[config.mk]
export PLATFORM = sky130hd
export DESIGN_NAME = clock_chip_config_register_bank
export DESIGN_NICKNAME = d
export VERILOG_FILES = /design/src/rtl/clock_bank_pkg.sv /design/src/rtl/clock_chip_config_register_bank.sv
export VERILOG_INCLUDE_DIRS = /design/src /design/src/rtl
export SDC_FILE = /design/constraint.sdc
export NUM_CORES = 1
export LEC_CHECK = 0
export ABC_AREA = 1
export BUFFER_PORTS_ARGS = -buffer_cell sky130_fd_sc_hd__buf_2
export CORE_MARGIN = 5
export CORE_UTILIZATION = 30
export DETAILED_ROUTE_END_ITERATION = 12
export GPL_ROUTABILITY_DRIVEN = 0
export PLACE_DENSITY = 0.45
export SYNTH_ARGS = -nofsm -noshare
export SYNTH_HDL_FRONTEND = slang
export SYNTH_SLANG_ARGS = --single-unit
[constraint.sdc]
create_clock -name i_clock -period 3.2 [get_ports i_clock]
set_clock_uncertainty 0.2 [all_clocks]
set_input_delay 0.48 -clock i_clock [delete_from_list [all_inputs] [get_ports i_clock]]
set_output_delay 0.48 -clock i_clock [all_outputs]
set_load 0.02 [all_outputs]
[src/rtl/clock_bank_cfg.svh]
`ifndef CLOCK_BANK_CFG_SVH
`define CLOCK_BANK_CFG_SVH
// register addresses
`define ADDR_PORT_CTL 16'h0000
`define ADDR_READBACK 16'h0004
`define ADDR_UPDATE 16'h0005
`define ADDR_SCRATCH_LO 16'h0006
`define ADDR_SCRATCH_HI 16'h0007
`define ADDR_DIE_REV 16'h000A
`define ADDR_RSVD_RO 16'h000B
`define ADDR_FAMILY_LO 16'h000C
`define ADDR_FAMILY_HI 16'h000D
`define ADDR_FB_DIV 16'h0100
`define ADDR_LOOP_SETUP 16'h0101
`define ADDR_PERIOD_LO 16'h0102
// field positions
`define BIT_SDO_ENABLE 7
`define BIT_LSB_FIRST 6
`define BIT_SOFT_RESET 5
`define BIT_READ_BUFFER 0
`define BIT_APPLY 0
`define BIT_ROM_LOADED 4
`define BIT_XTAL_ENABLE 3
`define BIT_P_DIV_HI 2
`define BIT_P_DIV_LO 1
`define BIT_DOUBLER 0
// reset values
`define PORT_CTL_RESET 8'h00
`define SCRATCH_RESET 16'h0000
`define RSVD_RO_VALUE 8'h0F
`define FB_DIV_RESET 8'h08
`define LOOP_SETUP_RESET 4'h9
`define PERIOD_LO_RESET 8'h0E
`endif

[src/rtl/clock_bank_pkg.sv]
package clock_bank_pkg;
   // register targets after address decode
   typedef enum logic [3:0] {
      REG_NONE = 4'h0,
      REG_PORT_CTL = 4'h1,
      REG_READBACK = 4'h2,
      REG_UPDATE = 4'h3,
      REG_SCRATCH_LO = 4'h4,
      REG_SCRATCH_HI = 4'h5,
      REG_DIE_REV = 4'h6,
      REG_RSVD_RO = 4'h7,
      REG_FAMILY_LO = 4'h8,
      REG_FAMILY_HI = 4'h9,
      REG_FB_DIV = 4'hA,
      REG_LOOP_SETUP = 4'hB,
      REG_PERIOD_LO = 4'hC
   } reg_id_t;
   typedef logic [7:0] byte_t;
endpackage

[src/rtl/clock_chip_config_register_bank.sv]
`timescale 1ns/1ps
`include "clock_bank_cfg.svh"

module clock_chip_config_register_bank #(
   parameter logic [7:0] DIE_REVISION = 8'hA7, // arbitrary value
   parameter logic [15:0] FAMILY_CODE = 16'h5A3C // arbitrary value
) (
   input wire logic i_clock,
   input wire logic i_rst,
   input wire logic i_two_wire_mode,
   input wire logic i_wr_en,
   input wire logic i_rd_en,
   input wire logic [15:0] i_addr,
   input wire logic [7:0] i_wdata,
   output logic [7:0] o_rdata,
   output logic o_rd_valid,
   input wire logic i_nv_valid,
   input wire logic [15:0] i_nv_addr,
   input wire logic [7:0] i_nv_data,
   output logic o_nv_ready,
   input wire logic i_rom_loaded,
   output logic o_sdo_enable,
   output logic o_lsb_first,
   output logic o_soft_reset,
   output logic [15:0] o_scratch,
   output logic [7:0] o_feedback_divider,
   output logic o_xtal_enable,
   output logic [1:0] o_p_divider,
   output logic o_doubler_enable,
   output logic [7:0] o_nominal_period_low
);

   ////////////////////////////////////////////////////////////////////////////
   // address decode, shared by host writes, nonvolatile loading and reads
   function automatic clock_bank_pkg::reg_id_t decode(input logic [15:0] a);
      case (a)
         `ADDR_PORT_CTL: decode = clock_bank_pkg::REG_PORT_CTL;
         `ADDR_READBACK: decode = clock_bank_pkg::REG_READBACK;
         `ADDR_UPDATE: decode = clock_bank_pkg::REG_UPDATE;
         `ADDR_SCRATCH_LO: decode = clock_bank_pkg::REG_SCRATCH_LO;
         `ADDR_SCRATCH_HI: decode = clock_bank_pkg::REG_SCRATCH_HI;
         `ADDR_DIE_REV: decode = clock_bank_pkg::REG_DIE_REV;
         `ADDR_RSVD_RO: decode = clock_bank_pkg::REG_RSVD_RO;
         `ADDR_FAMILY_LO: decode = clock_bank_pkg::REG_FAMILY_LO;
         `ADDR_FAMILY_HI: decode = clock_bank_pkg::REG_FAMILY_HI;
         `ADDR_FB_DIV: decode = clock_bank_pkg::REG_FB_DIV;
         `ADDR_LOOP_SETUP: decode = clock_bank_pkg::REG_LOOP_SETUP;
         `ADDR_PERIOD_LO: decode = clock_bank_pkg::REG_PERIOD_LO;
         default: decode = clock_bank_pkg::REG_NONE;
      endcase
   endfunction

   // decode results and the single write port shared by host and loader
   clock_bank_pkg::reg_id_t wr_id;
   clock_bank_pkg::reg_id_t nv_id;
   clock_bank_pkg::reg_id_t rd_id;
   clock_bank_pkg::reg_id_t w_id;
   clock_bank_pkg::byte_t w_data;
   logic w_go;
   logic nv_take;

   // storage: live registers, buffered copies and the active copies they feed
   logic [7:0] port_ctl_q;
   logic readback_q;
   logic apply_q;
   logic [15:0] scratch_q;
   logic [7:0] fb_div_buf_q;
   logic [3:0] loop_buf_q;
   logic [7:0] period_buf_q;
   logic [7:0] fb_div_q;
   logic [3:0] loop_q;
   logic [7:0] period_q;
   clock_bank_pkg::byte_t rd_byte;

   ////////////////////////////////////////////////////////////////////////////
   // write arbitration: the host wins, so a load stalls while the host writes
   assign wr_id = decode(i_addr);
   assign nv_id = decode(i_nv_addr);
   assign rd_id = decode(i_addr);
   assign o_nv_ready = !i_wr_en;
   // the port control register is excluded from loading; drop it here
   assign nv_take = i_nv_valid && !i_wr_en && (nv_id != clock_bank_pkg::REG_PORT_CTL);
   assign w_go = i_wr_en || nv_take;
   assign w_id = i_wr_en ? wr_id : nv_id;
   assign w_data = i_wr_en ? i_wdata : i_nv_data;

   ////////////////////////////////////////////////////////////////////////////
   // serial port control, live; in two-wire mode the top bits are reserved
   always_ff @(posedge i_clock) begin
      if (i_rst) begin
         port_ctl_q <= `PORT_CTL_RESET;
      end else if (w_go && w_id == clock_bank_pkg::REG_PORT_CTL) begin
         // reserved low bits are stored as their default zero
         if (i_two_wire_mode) begin
            port_ctl_q <= {2'b00, w_data[`BIT_SOFT_RESET], 5'b00000};
         end else begin
            port_ctl_q <= {w_data[`BIT_SDO_ENABLE:`BIT_SOFT_RESET], 5'b00000};
         end
      end
   end

   // readback select and scratch pad, both live
   always_ff @(posedge i_clock) begin
      if (i_rst) begin
         readback_q <= 1'b0;
         scratch_q <= `SCRATCH_RESET;
      end else if (w_go) begin
         case (w_id)
            clock_bank_pkg::REG_READBACK: readback_q <= w_data[`BIT_READ_BUFFER];
            clock_bank_pkg::REG_SCRATCH_LO: scratch_q[7:0] <= w_data;
            clock_bank_pkg::REG_SCRATCH_HI: scratch_q[15:8] <= w_data;
            default: ; // unmapped or read-only targets store nothing
         endcase
      end
   end

   // update strobe: a fresh request in the clearing cycle must not be lost
   always_ff @(posedge i_clock) begin
      if (i_rst) begin
         apply_q <= 1'b0;
      end else if (w_go && w_id == clock_bank_pkg::REG_UPDATE && w_data[`BIT_APPLY]) begin
         apply_q <= 1'b1;
      end else begin
         apply_q <= 1'b0;
      end
   end

   ////////////////////////////////////////////////////////////////////////////
   // buffered copies of the reference timing source settings
   always_ff @(posedge i_clock) begin
      if (i_rst) begin
         fb_div_buf_q <= `FB_DIV_RESET;
         loop_buf_q <= `LOOP_SETUP_RESET;
         period_buf_q <= `PERIOD_LO_RESET;
      end else if (w_go) begin
         case (w_id)
            clock_bank_pkg::REG_FB_DIV: fb_div_buf_q <= w_data;
            // load-from-rom bit is read-only and reserved bits stay zero
            clock_bank_pkg::REG_LOOP_SETUP: loop_buf_q <= w_data[3:0];
            clock_bank_pkg::REG_PERIOD_LO: period_buf_q <= w_data;
            default: ;
         endcase
      end
   end

   // active copies move only on the update strobe, all in the same edge
   always_ff @(posedge i_clock) begin
      if (i_rst) begin
         fb_div_q <= `FB_DIV_RESET;
         loop_q <= `LOOP_SETUP_RESET;
         period_q <= `PERIOD_LO_RESET;
      end else if (apply_q) begin
         fb_div_q <= fb_div_buf_q;
         loop_q <= loop_buf_q;
         period_q <= period_buf_q;
      end
   end

   ////////////////////////////////////////////////////////////////////////////
   // read path; buffered registers show the buffer only when selected
   always_comb begin
      case (rd_id)
         clock_bank_pkg::REG_PORT_CTL: rd_byte = port_ctl_q;
         clock_bank_pkg::REG_READBACK: rd_byte = {7'b0000000, readback_q};
         clock_bank_pkg::REG_UPDATE: rd_byte = {7'b0000000, apply_q};
         clock_bank_pkg::REG_SCRATCH_LO: rd_byte = scratch_q[7:0];
         clock_bank_pkg::REG_SCRATCH_HI: rd_byte = scratch_q[15:8];
         clock_bank_pkg::REG_DIE_REV: rd_byte = DIE_REVISION;
         clock_bank_pkg::REG_RSVD_RO: rd_byte = `RSVD_RO_VALUE;
         clock_bank_pkg::REG_FAMILY_LO: rd_byte = FAMILY_CODE[7:0];
         clock_bank_pkg::REG_FAMILY_HI: rd_byte = FAMILY_CODE[15:8];
         clock_bank_pkg::REG_FB_DIV: rd_byte = readback_q ? fb_div_buf_q : fb_div_q;
         // the rom status bit is sampled live, not through the buffer
         clock_bank_pkg::REG_LOOP_SETUP: rd_byte = {3'b000, i_rom_loaded,
            readback_q ? loop_buf_q : loop_q};
         clock_bank_pkg::REG_PERIOD_LO: rd_byte = readback_q ? period_buf_q : period_q;
         default: rd_byte = 8'h00; // unmapped reads as zero
      endcase
   end

   // read data is registered; valid pulses one cycle after the request
   always_ff @(posedge i_clock) begin
      if (i_rst) begin
         o_rdata <= 8'h00;
         o_rd_valid <= 1'b0;
      end else begin
         o_rd_valid <= i_rd_en;
         if (i_rd_en) begin
            o_rdata <= rd_byte;
         end
      end
   end

   ////////////////////////////////////////////////////////////////////////////
   // outputs to the clock logic, all straight from flip-flops
   assign o_sdo_enable = port_ctl_q[`BIT_SDO_ENABLE];
   assign o_lsb_first = port_ctl_q[`BIT_LSB_FIRST];
   assign o_soft_reset = port_ctl_q[`BIT_SOFT_RESET];
   assign o_scratch = scratch_q;
   assign o_feedback_divider = fb_div_q;
   assign o_xtal_enable = loop_q[`BIT_XTAL_ENABLE];
   assign o_p_divider = loop_q[`BIT_P_DIV_HI:`BIT_P_DIV_LO];
   assign o_doubler_enable = loop_q[`BIT_DOUBLER];
   assign o_nominal_period_low = period_q;

   logic [44:0] store_snap;
   assign store_snap = {port_ctl_q, readback_q, scratch_q, fb_div_buf_q, loop_buf_q,
      period_buf_q};
endmodule

* Word level (Yosys, flattened, before mapping)
Index checks and enable logic that the tools add are counted.
** Word-level totals
- Output and inout port bits :: 49
- Bits of input ports :: 55
- Flip-flop bits (word level) :: 75
- Word-level logic and storage cells :: 81
** Cells by class
- Mux-type cells :: 10
- Reduce and logical (&&, ||, !) cells :: 15
- Equal/unequal tests :: 43
** Operators by type and width (number)
- 16-bit by 3-bit == test with 1-bit output, second input constant :: 8
- 16-bit by 4-bit == test with 1-bit output, second input constant :: 8
- 16-bit by 9-bit == test with 1-bit output, second input constant :: 6
- 4-bit one-hot mux with 12 select lines :: 2
- 8-bit one-hot mux with 12 select lines :: 1
- 4-bit == test, second input constant :: 8
- 16-bit logical NOT :: 2
- 8-bit two-way mux :: 4
- 4-bit by 3-bit == test with 1-bit output, second input constant :: 6
- 4-bit by 2-bit == test with 1-bit output, second input constant :: 4
- 2-bit AND reduction :: 6
- 4-bit by 1-bit == test with 1-bit output, second input constant :: 2
- 4-bit two-way mux :: 2
- 1-bit logical AND :: 5
- 4-bit by 1-bit inequality test with 1-bit output, second input constant :: 1
- 1-bit logical NOT :: 1
- 1-bit logical OR :: 1
- 1-bit two-way mux :: 1

* Logic depth before layout (Yosys ltp)
- Depth after elaboration :: 8
- Mapped depth :: 16
- Gate-level depth less buffers :: 15

* Least setup slack after synthesis
Ideal clock, no wire load.
- Path type :: input -> register
- Start point :: in i_nv_addr[7]
- End point :: reg period_buf_q[3]
- Buffers on the path :: 2
- Setup time :: 0.129 ns
- Cell stages on the path :: 14
- Setup slack :: 1.048 ns
- Data required time :: 2.871 ns
- Data arrival time :: 1.822 ns
- Cell sequence :: nor2_1 nand2_1 buf_4 nor2_1 nand3_1 nand2_1 nor2_1 nand2_1 nand2_1 nand2_1 nand3_2 buf_2 a21oi_1 o21ai_1
** Between the ends
- Longest elaborated chain between the ends :: 6
- Elaborated cells between the ends (all ways) :: 19
- Those cells by class :: eq/ne (13); mux (2); reduce/logical (4)
** Ends and longest elaborated chain
- start, declared :: line clock_chip_config_register_bank.sv:18 : input wire logic [15:0] i_nv_addr,
- 16-bit by 9-bit == test with 1-bit output (tied with other cells) :: line clock_chip_config_register_bank.sv:36 : case (a)
- 4-bit one-hot mux with 12 select lines (*) :: line clock_chip_config_register_bank.sv:36
- 4-bit by 1-bit inequality test with 1-bit output :: line clock_chip_config_register_bank.sv:82 : assign nv_take = i_nv_valid && !i_wr_en && (nv_id != clock_bank_pkg::REG_PORT_CTL);
- 1-bit logical AND :: line clock_chip_config_register_bank.sv:82
- 1-bit logical OR :: line clock_chip_config_register_bank.sv:83 : assign w_go = i_wr_en || nv_take;
- 2-bit AND reduction (no line) (*)
- end signal, assigned :: line clock_chip_config_register_bank.sv:134 : period_buf_q <= `PERIOD_LO_RESET;
- end signal, assigned :: line clock_chip_config_register_bank.sv:140 : clock_bank_pkg::REG_PERIOD_LO: period_buf_q <= w_data;
- end, declared :: line clock_chip_config_register_bank.sv:69 : logic [7:0] period_buf_q;
Every way passes the cells marked *; elsewhere a longest branch is shown, timed or not.
A chain may end at the register's enable or synchronous reset.

* Final worst setup path
- Start point :: in i_addr[7]
- End point :: reg port_ctl_q[7]
** Between the ends
- Longest elaborated chain between the ends :: 5
- Elaborated cells between the ends (all ways) :: 16
- Those cells by class :: eq/ne (12); mux (2); reduce/logical (2)
** Ends and longest elaborated chain
- start, declared :: line clock_chip_config_register_bank.sv:13 : input wire logic [15:0] i_addr,
- 16-bit by 9-bit == test with 1-bit output (tied with other cells) :: line clock_chip_config_register_bank.sv:36
- 4-bit one-hot mux with 12 select lines (*) :: line clock_chip_config_register_bank.sv:36
- 4-bit two-way mux (*) :: line clock_chip_config_register_bank.sv:84 : assign w_id = i_wr_en ? wr_id : nv_id;
- 4-bit by 1-bit == test with 1-bit output (*) :: line clock_chip_config_register_bank.sv:92 : end else if (w_go && w_id == clock_bank_pkg::REG_PORT_CTL) begin
- 1-bit logical AND (*) :: line clock_chip_config_register_bank.sv:92
- end signal, assigned :: line clock_chip_config_register_bank.sv:91 : port_ctl_q <= `PORT_CTL_RESET;
- end signal, assigned :: line clock_chip_config_register_bank.sv:95 : port_ctl_q <= {2'b00, w_data[`BIT_SOFT_RESET], 5'b00000};
- end signal, assigned :: line clock_chip_config_register_bank.sv:97 : port_ctl_q <= {w_data[`BIT_SDO_ENABLE:`BIT_SOFT_RESET], 5'b00000};
- end, declared :: line clock_chip_config_register_bank.sv:63 : logic [7:0] port_ctl_q;
Marked as above.

==> flow_metrics.tcl <==
set metrics [dict create \
    syn_avg_cell_area_um2 6.18 \
    tightest_slew_ps 1150 \
    internal_power_mw 1.68 \
    post-cts-setup-buffers 0 \
    synth_common_cells "nand2_1 (188), nor2_1 (101), inv_1 (98)" \
    yosysMostFrequentCell "nand2_1" \
    drtAntennaViolNets 0 \
    place_inst 1019 \
    num_rows 45 \
    die_height_um 135 \
    routedWlPerCell_um 15.2 \
    multi_input_area_um2 2680 \
    grt_overflow 0 \
    hold_viol_final 0 \
    vias 5080 \
    drc 0 \
    antenna_found_initial 0 \
    status "completed" \
    pwr-share-comb_pct 12.3 \
    cts_resized 0 \
    ys_seq_area_share_pct 30.1 \
    crit_arrival_ps 2670 \
    drtPass1Iterations 5 \
    syn-num-nets 809 \
    fin_area_um2 5600 \
    grt_setup_unrepaired "no" \
    min_path_type "register to register" \
    synth_area_leaders "dfxtp_1 (30%), nand2_1 (15%), nor2_1 (8.1%)" \
    synth_cells 754 \
    cts_hold_buffers 0 \
    dp_hpwl_um 12400 \
    peakVddDrop_mv 0.293 \
    track_usage_pct 17.5 \
    fillers 1728 \
    synth-seq-cells 70 \
    worstPathCellList "buf_2 > nor2_1 > nand2_1 > inv_1 > nand3_2 > nand2_1 > o21ai_1 > nand2_2 > nor2_4 > nand3_1 > nand2_1 > inv_1 > nor2_1" \
    clock_path_buffers 2 \
    clock-sinks 70 \
    sw_frac_of_total_pct 26.3 \
    fin_crit_ps 2600 \
    relSlewSlack_pct 22.2 \
    setup-tns-final_ps 0 \
    yosysTopAreaCell "dfxtp_1" \
    cts_tree "built" \
    synth_top_area_share_pct 30.1 \
    crit_family "simple AND/OR/NAND/NOR gates" \
    crit_top_cell "nand2_1" \
    clockPowerShare_pct 48.2 \
    cap_violations 0 \
    power_density_nw_per_um2 406 \
    wirelength_um 15700 \
    fin_cells 1035 \
    fmax_mhz 385 \
    power_frac_seq_pct 39.5 \
    clock_latency_ps 350 \
    ys_warn_count 0 \
    syn_to_final_growth_pct 20.1 \
    diodes 0 \
    cts_made_buffers 9 \
    ff_latch_area_um2 1400 \
    worst_ep_required_time_ps 3270 \
    htreeDepth 3 \
    drive_gt1_share_pct 20.7 \
    cpPeakStageDelay_ps 340 \
    p_sw_mw 0.599 \
    die_w_um 135 \
    slowest_stage "nand2_1" \
    dpl-instance-area_um2 5270 \
    cp_max_fo 13 \
    cp-end-kind "register" \
    crit_buf_inv 3 \
    grt_start_max_net_pins 44 \
    drv_slew 0 \
    viasPerCell 4.91 \
    synth_area_um2 4660 \
    dieArea_um2 18100 \
    startpoint_type "input pin" \
    synth_edf_count 0 \
    core-area_um2 15200 \
    synth_cell_types 37 \
    cts_root_buffer "clkbuf_16" \
    setup_slack_ps 604 \
    finalCritPeriodShare_pct 81.1 \
    place_ws_ps 288 \
    grt_pass1_wl_um 25200 \
    leakage_nw 2.74 \
    criticalPathCategory "input pin to register" \
    nets 897 \
    start_util_pct 30.7 \
    ys.flop_type "dfxtp_1" \
    grt_pass1_vias 4849 \
    setup_viol 0 \
    io_pins 104 \
    async_flop_share_pct 0 \
    clkSlewWorstSetupHoldPaths_ps 50 \
    drt_iter0_markers 276 \
    numPortBuffers 103 \
]
-- state kept, by name, indices dropped and copies added, names as in the netlist --
name                  count
readback_q                1
o_nominal_period_low      8
period_buf_q              8
loop_q                    4
fb_div_buf_q              8
o_rd_valid                1
loop_buf_q                4
o_feedback_divider        8
apply_q                   1
o_scratch                16
o_rdata                   8
port_ctl_q                3
-- metal layers --
layer | routed length [um] | track usage (%) | vias up
li1 | - | - | 2613
met1 | 7380 | 23.4 | 2322
met2 | 7220 | 27.9 | 127
met3 | 889 | 4.66 | 18
met4 | 250 | 4.69 | 0
met5 | 0 | 0 | -
-- final cells by class --
cell class | instances | share of cell area [%]
Inverter | 104 | 6.97
Timing Repair Buffer | 110 | 10.1
Clock buffer | 10 | 4.27
Tap cell | 188 | 4.20
Sequential cell | 70 | 25.0
Clock inverter | 6 | 1.52
Multi-Input combinational cell | 547 | 47.9
-- power by group through the flow --
| stage | Combinational [mW] | Sequential, mW | Clock (mW) |
|---|---|---|---|
| 2_1_floorplan | 0.170 | 0.929 | 0 |
| 3_3_place_gp | 0.278 | 0.917 | 0 |
| 3_5_place_dp | 0.280 | 0.918 | 0 |
| 4_1_cts | 0.281 | 0.899 | 1.12 |
| 5_1_grt | 0.315 | 0.900 | 1.16 |
| 6_report | 0.280 | 0.899 | 1.10 |
-- logic make-up after synthesis --
group / after synthesis / synth area share (%)
simple gates: 414 / 41.3
mux: 5 / 1.07
flops: 70 / 30.1
compound gates: 128 / 15.1
buf+inv: 137 / 12.5
-- worst paths after layout --
kind,to,depth (start not counted),from,slack [ps]
setup / recovery,port_ctl_q[7]$_SDFFE_PP0P_,13,i_addr[7],600
hold / removal,o_rdata[7]$_SDFFE_PP0P_,2,o_rdata[7]$_SDFFE_PP0P_,260
setup reg to reg,o_rdata[2]$_SDFFE_PP0P_,7,readback_q$_SDFFE_PP0P_,1020
hold reg to reg,o_rdata[7]$_SDFFE_PP0P_,2,o_rdata[7]$_SDFFE_PP0P_,260
-- metrics by stage --
step / utilization (%) / hold slack, ps / total power [mW]
floorplan: - / 246 / 1.10
global placement: 34.7 / 253 / 1.20
detailed placement: 34.7 / 254 / 1.20
CTS: 36.8 / 249 / 2.30
global route: 36.8 / 263 / 2.38
finish: 36.8 / 261 / 2.28
-- worst min-delay path, stage by stage (launching register included) --
cell     delay (ps)
dfxtp_1         300
nand2_1          60
a21oi_1          50
-- placed cells by master (no fill, tap or decap), types with 3 or more instances in the layout --
cell type | netlist | final
nand2_2 | 12 | 12
inv_1 | 98 | 98
o211ai_1 | 9 | 9
buf_4 | 4 | 7
o21ai_1 | 5 | 5
nand2_1 | 188 | 188
or2_2 | 6 | 6
buf_2 | 5 | 103
nor2_1 | 101 | 101
nand3_1 | 34 | 34
dfxtp_1 | 70 | 70
nor2_4 | 4 | 4
clkbuf_16 | 0 | 9
nor3_1 | 7 | 7
a21oi_1 | 38 | 38
nand3_4 | 3 | 3
o21ai_0 | 59 | 59
nand4_1 | 38 | 38
o22ai_1 | 7 | 7
nand3_2 | 5 | 5
inv_2 | 4 | 4
mux2i_1 | 5 | 5
nor2_2 | 11 | 11
(Power assumes the default switching activity.)
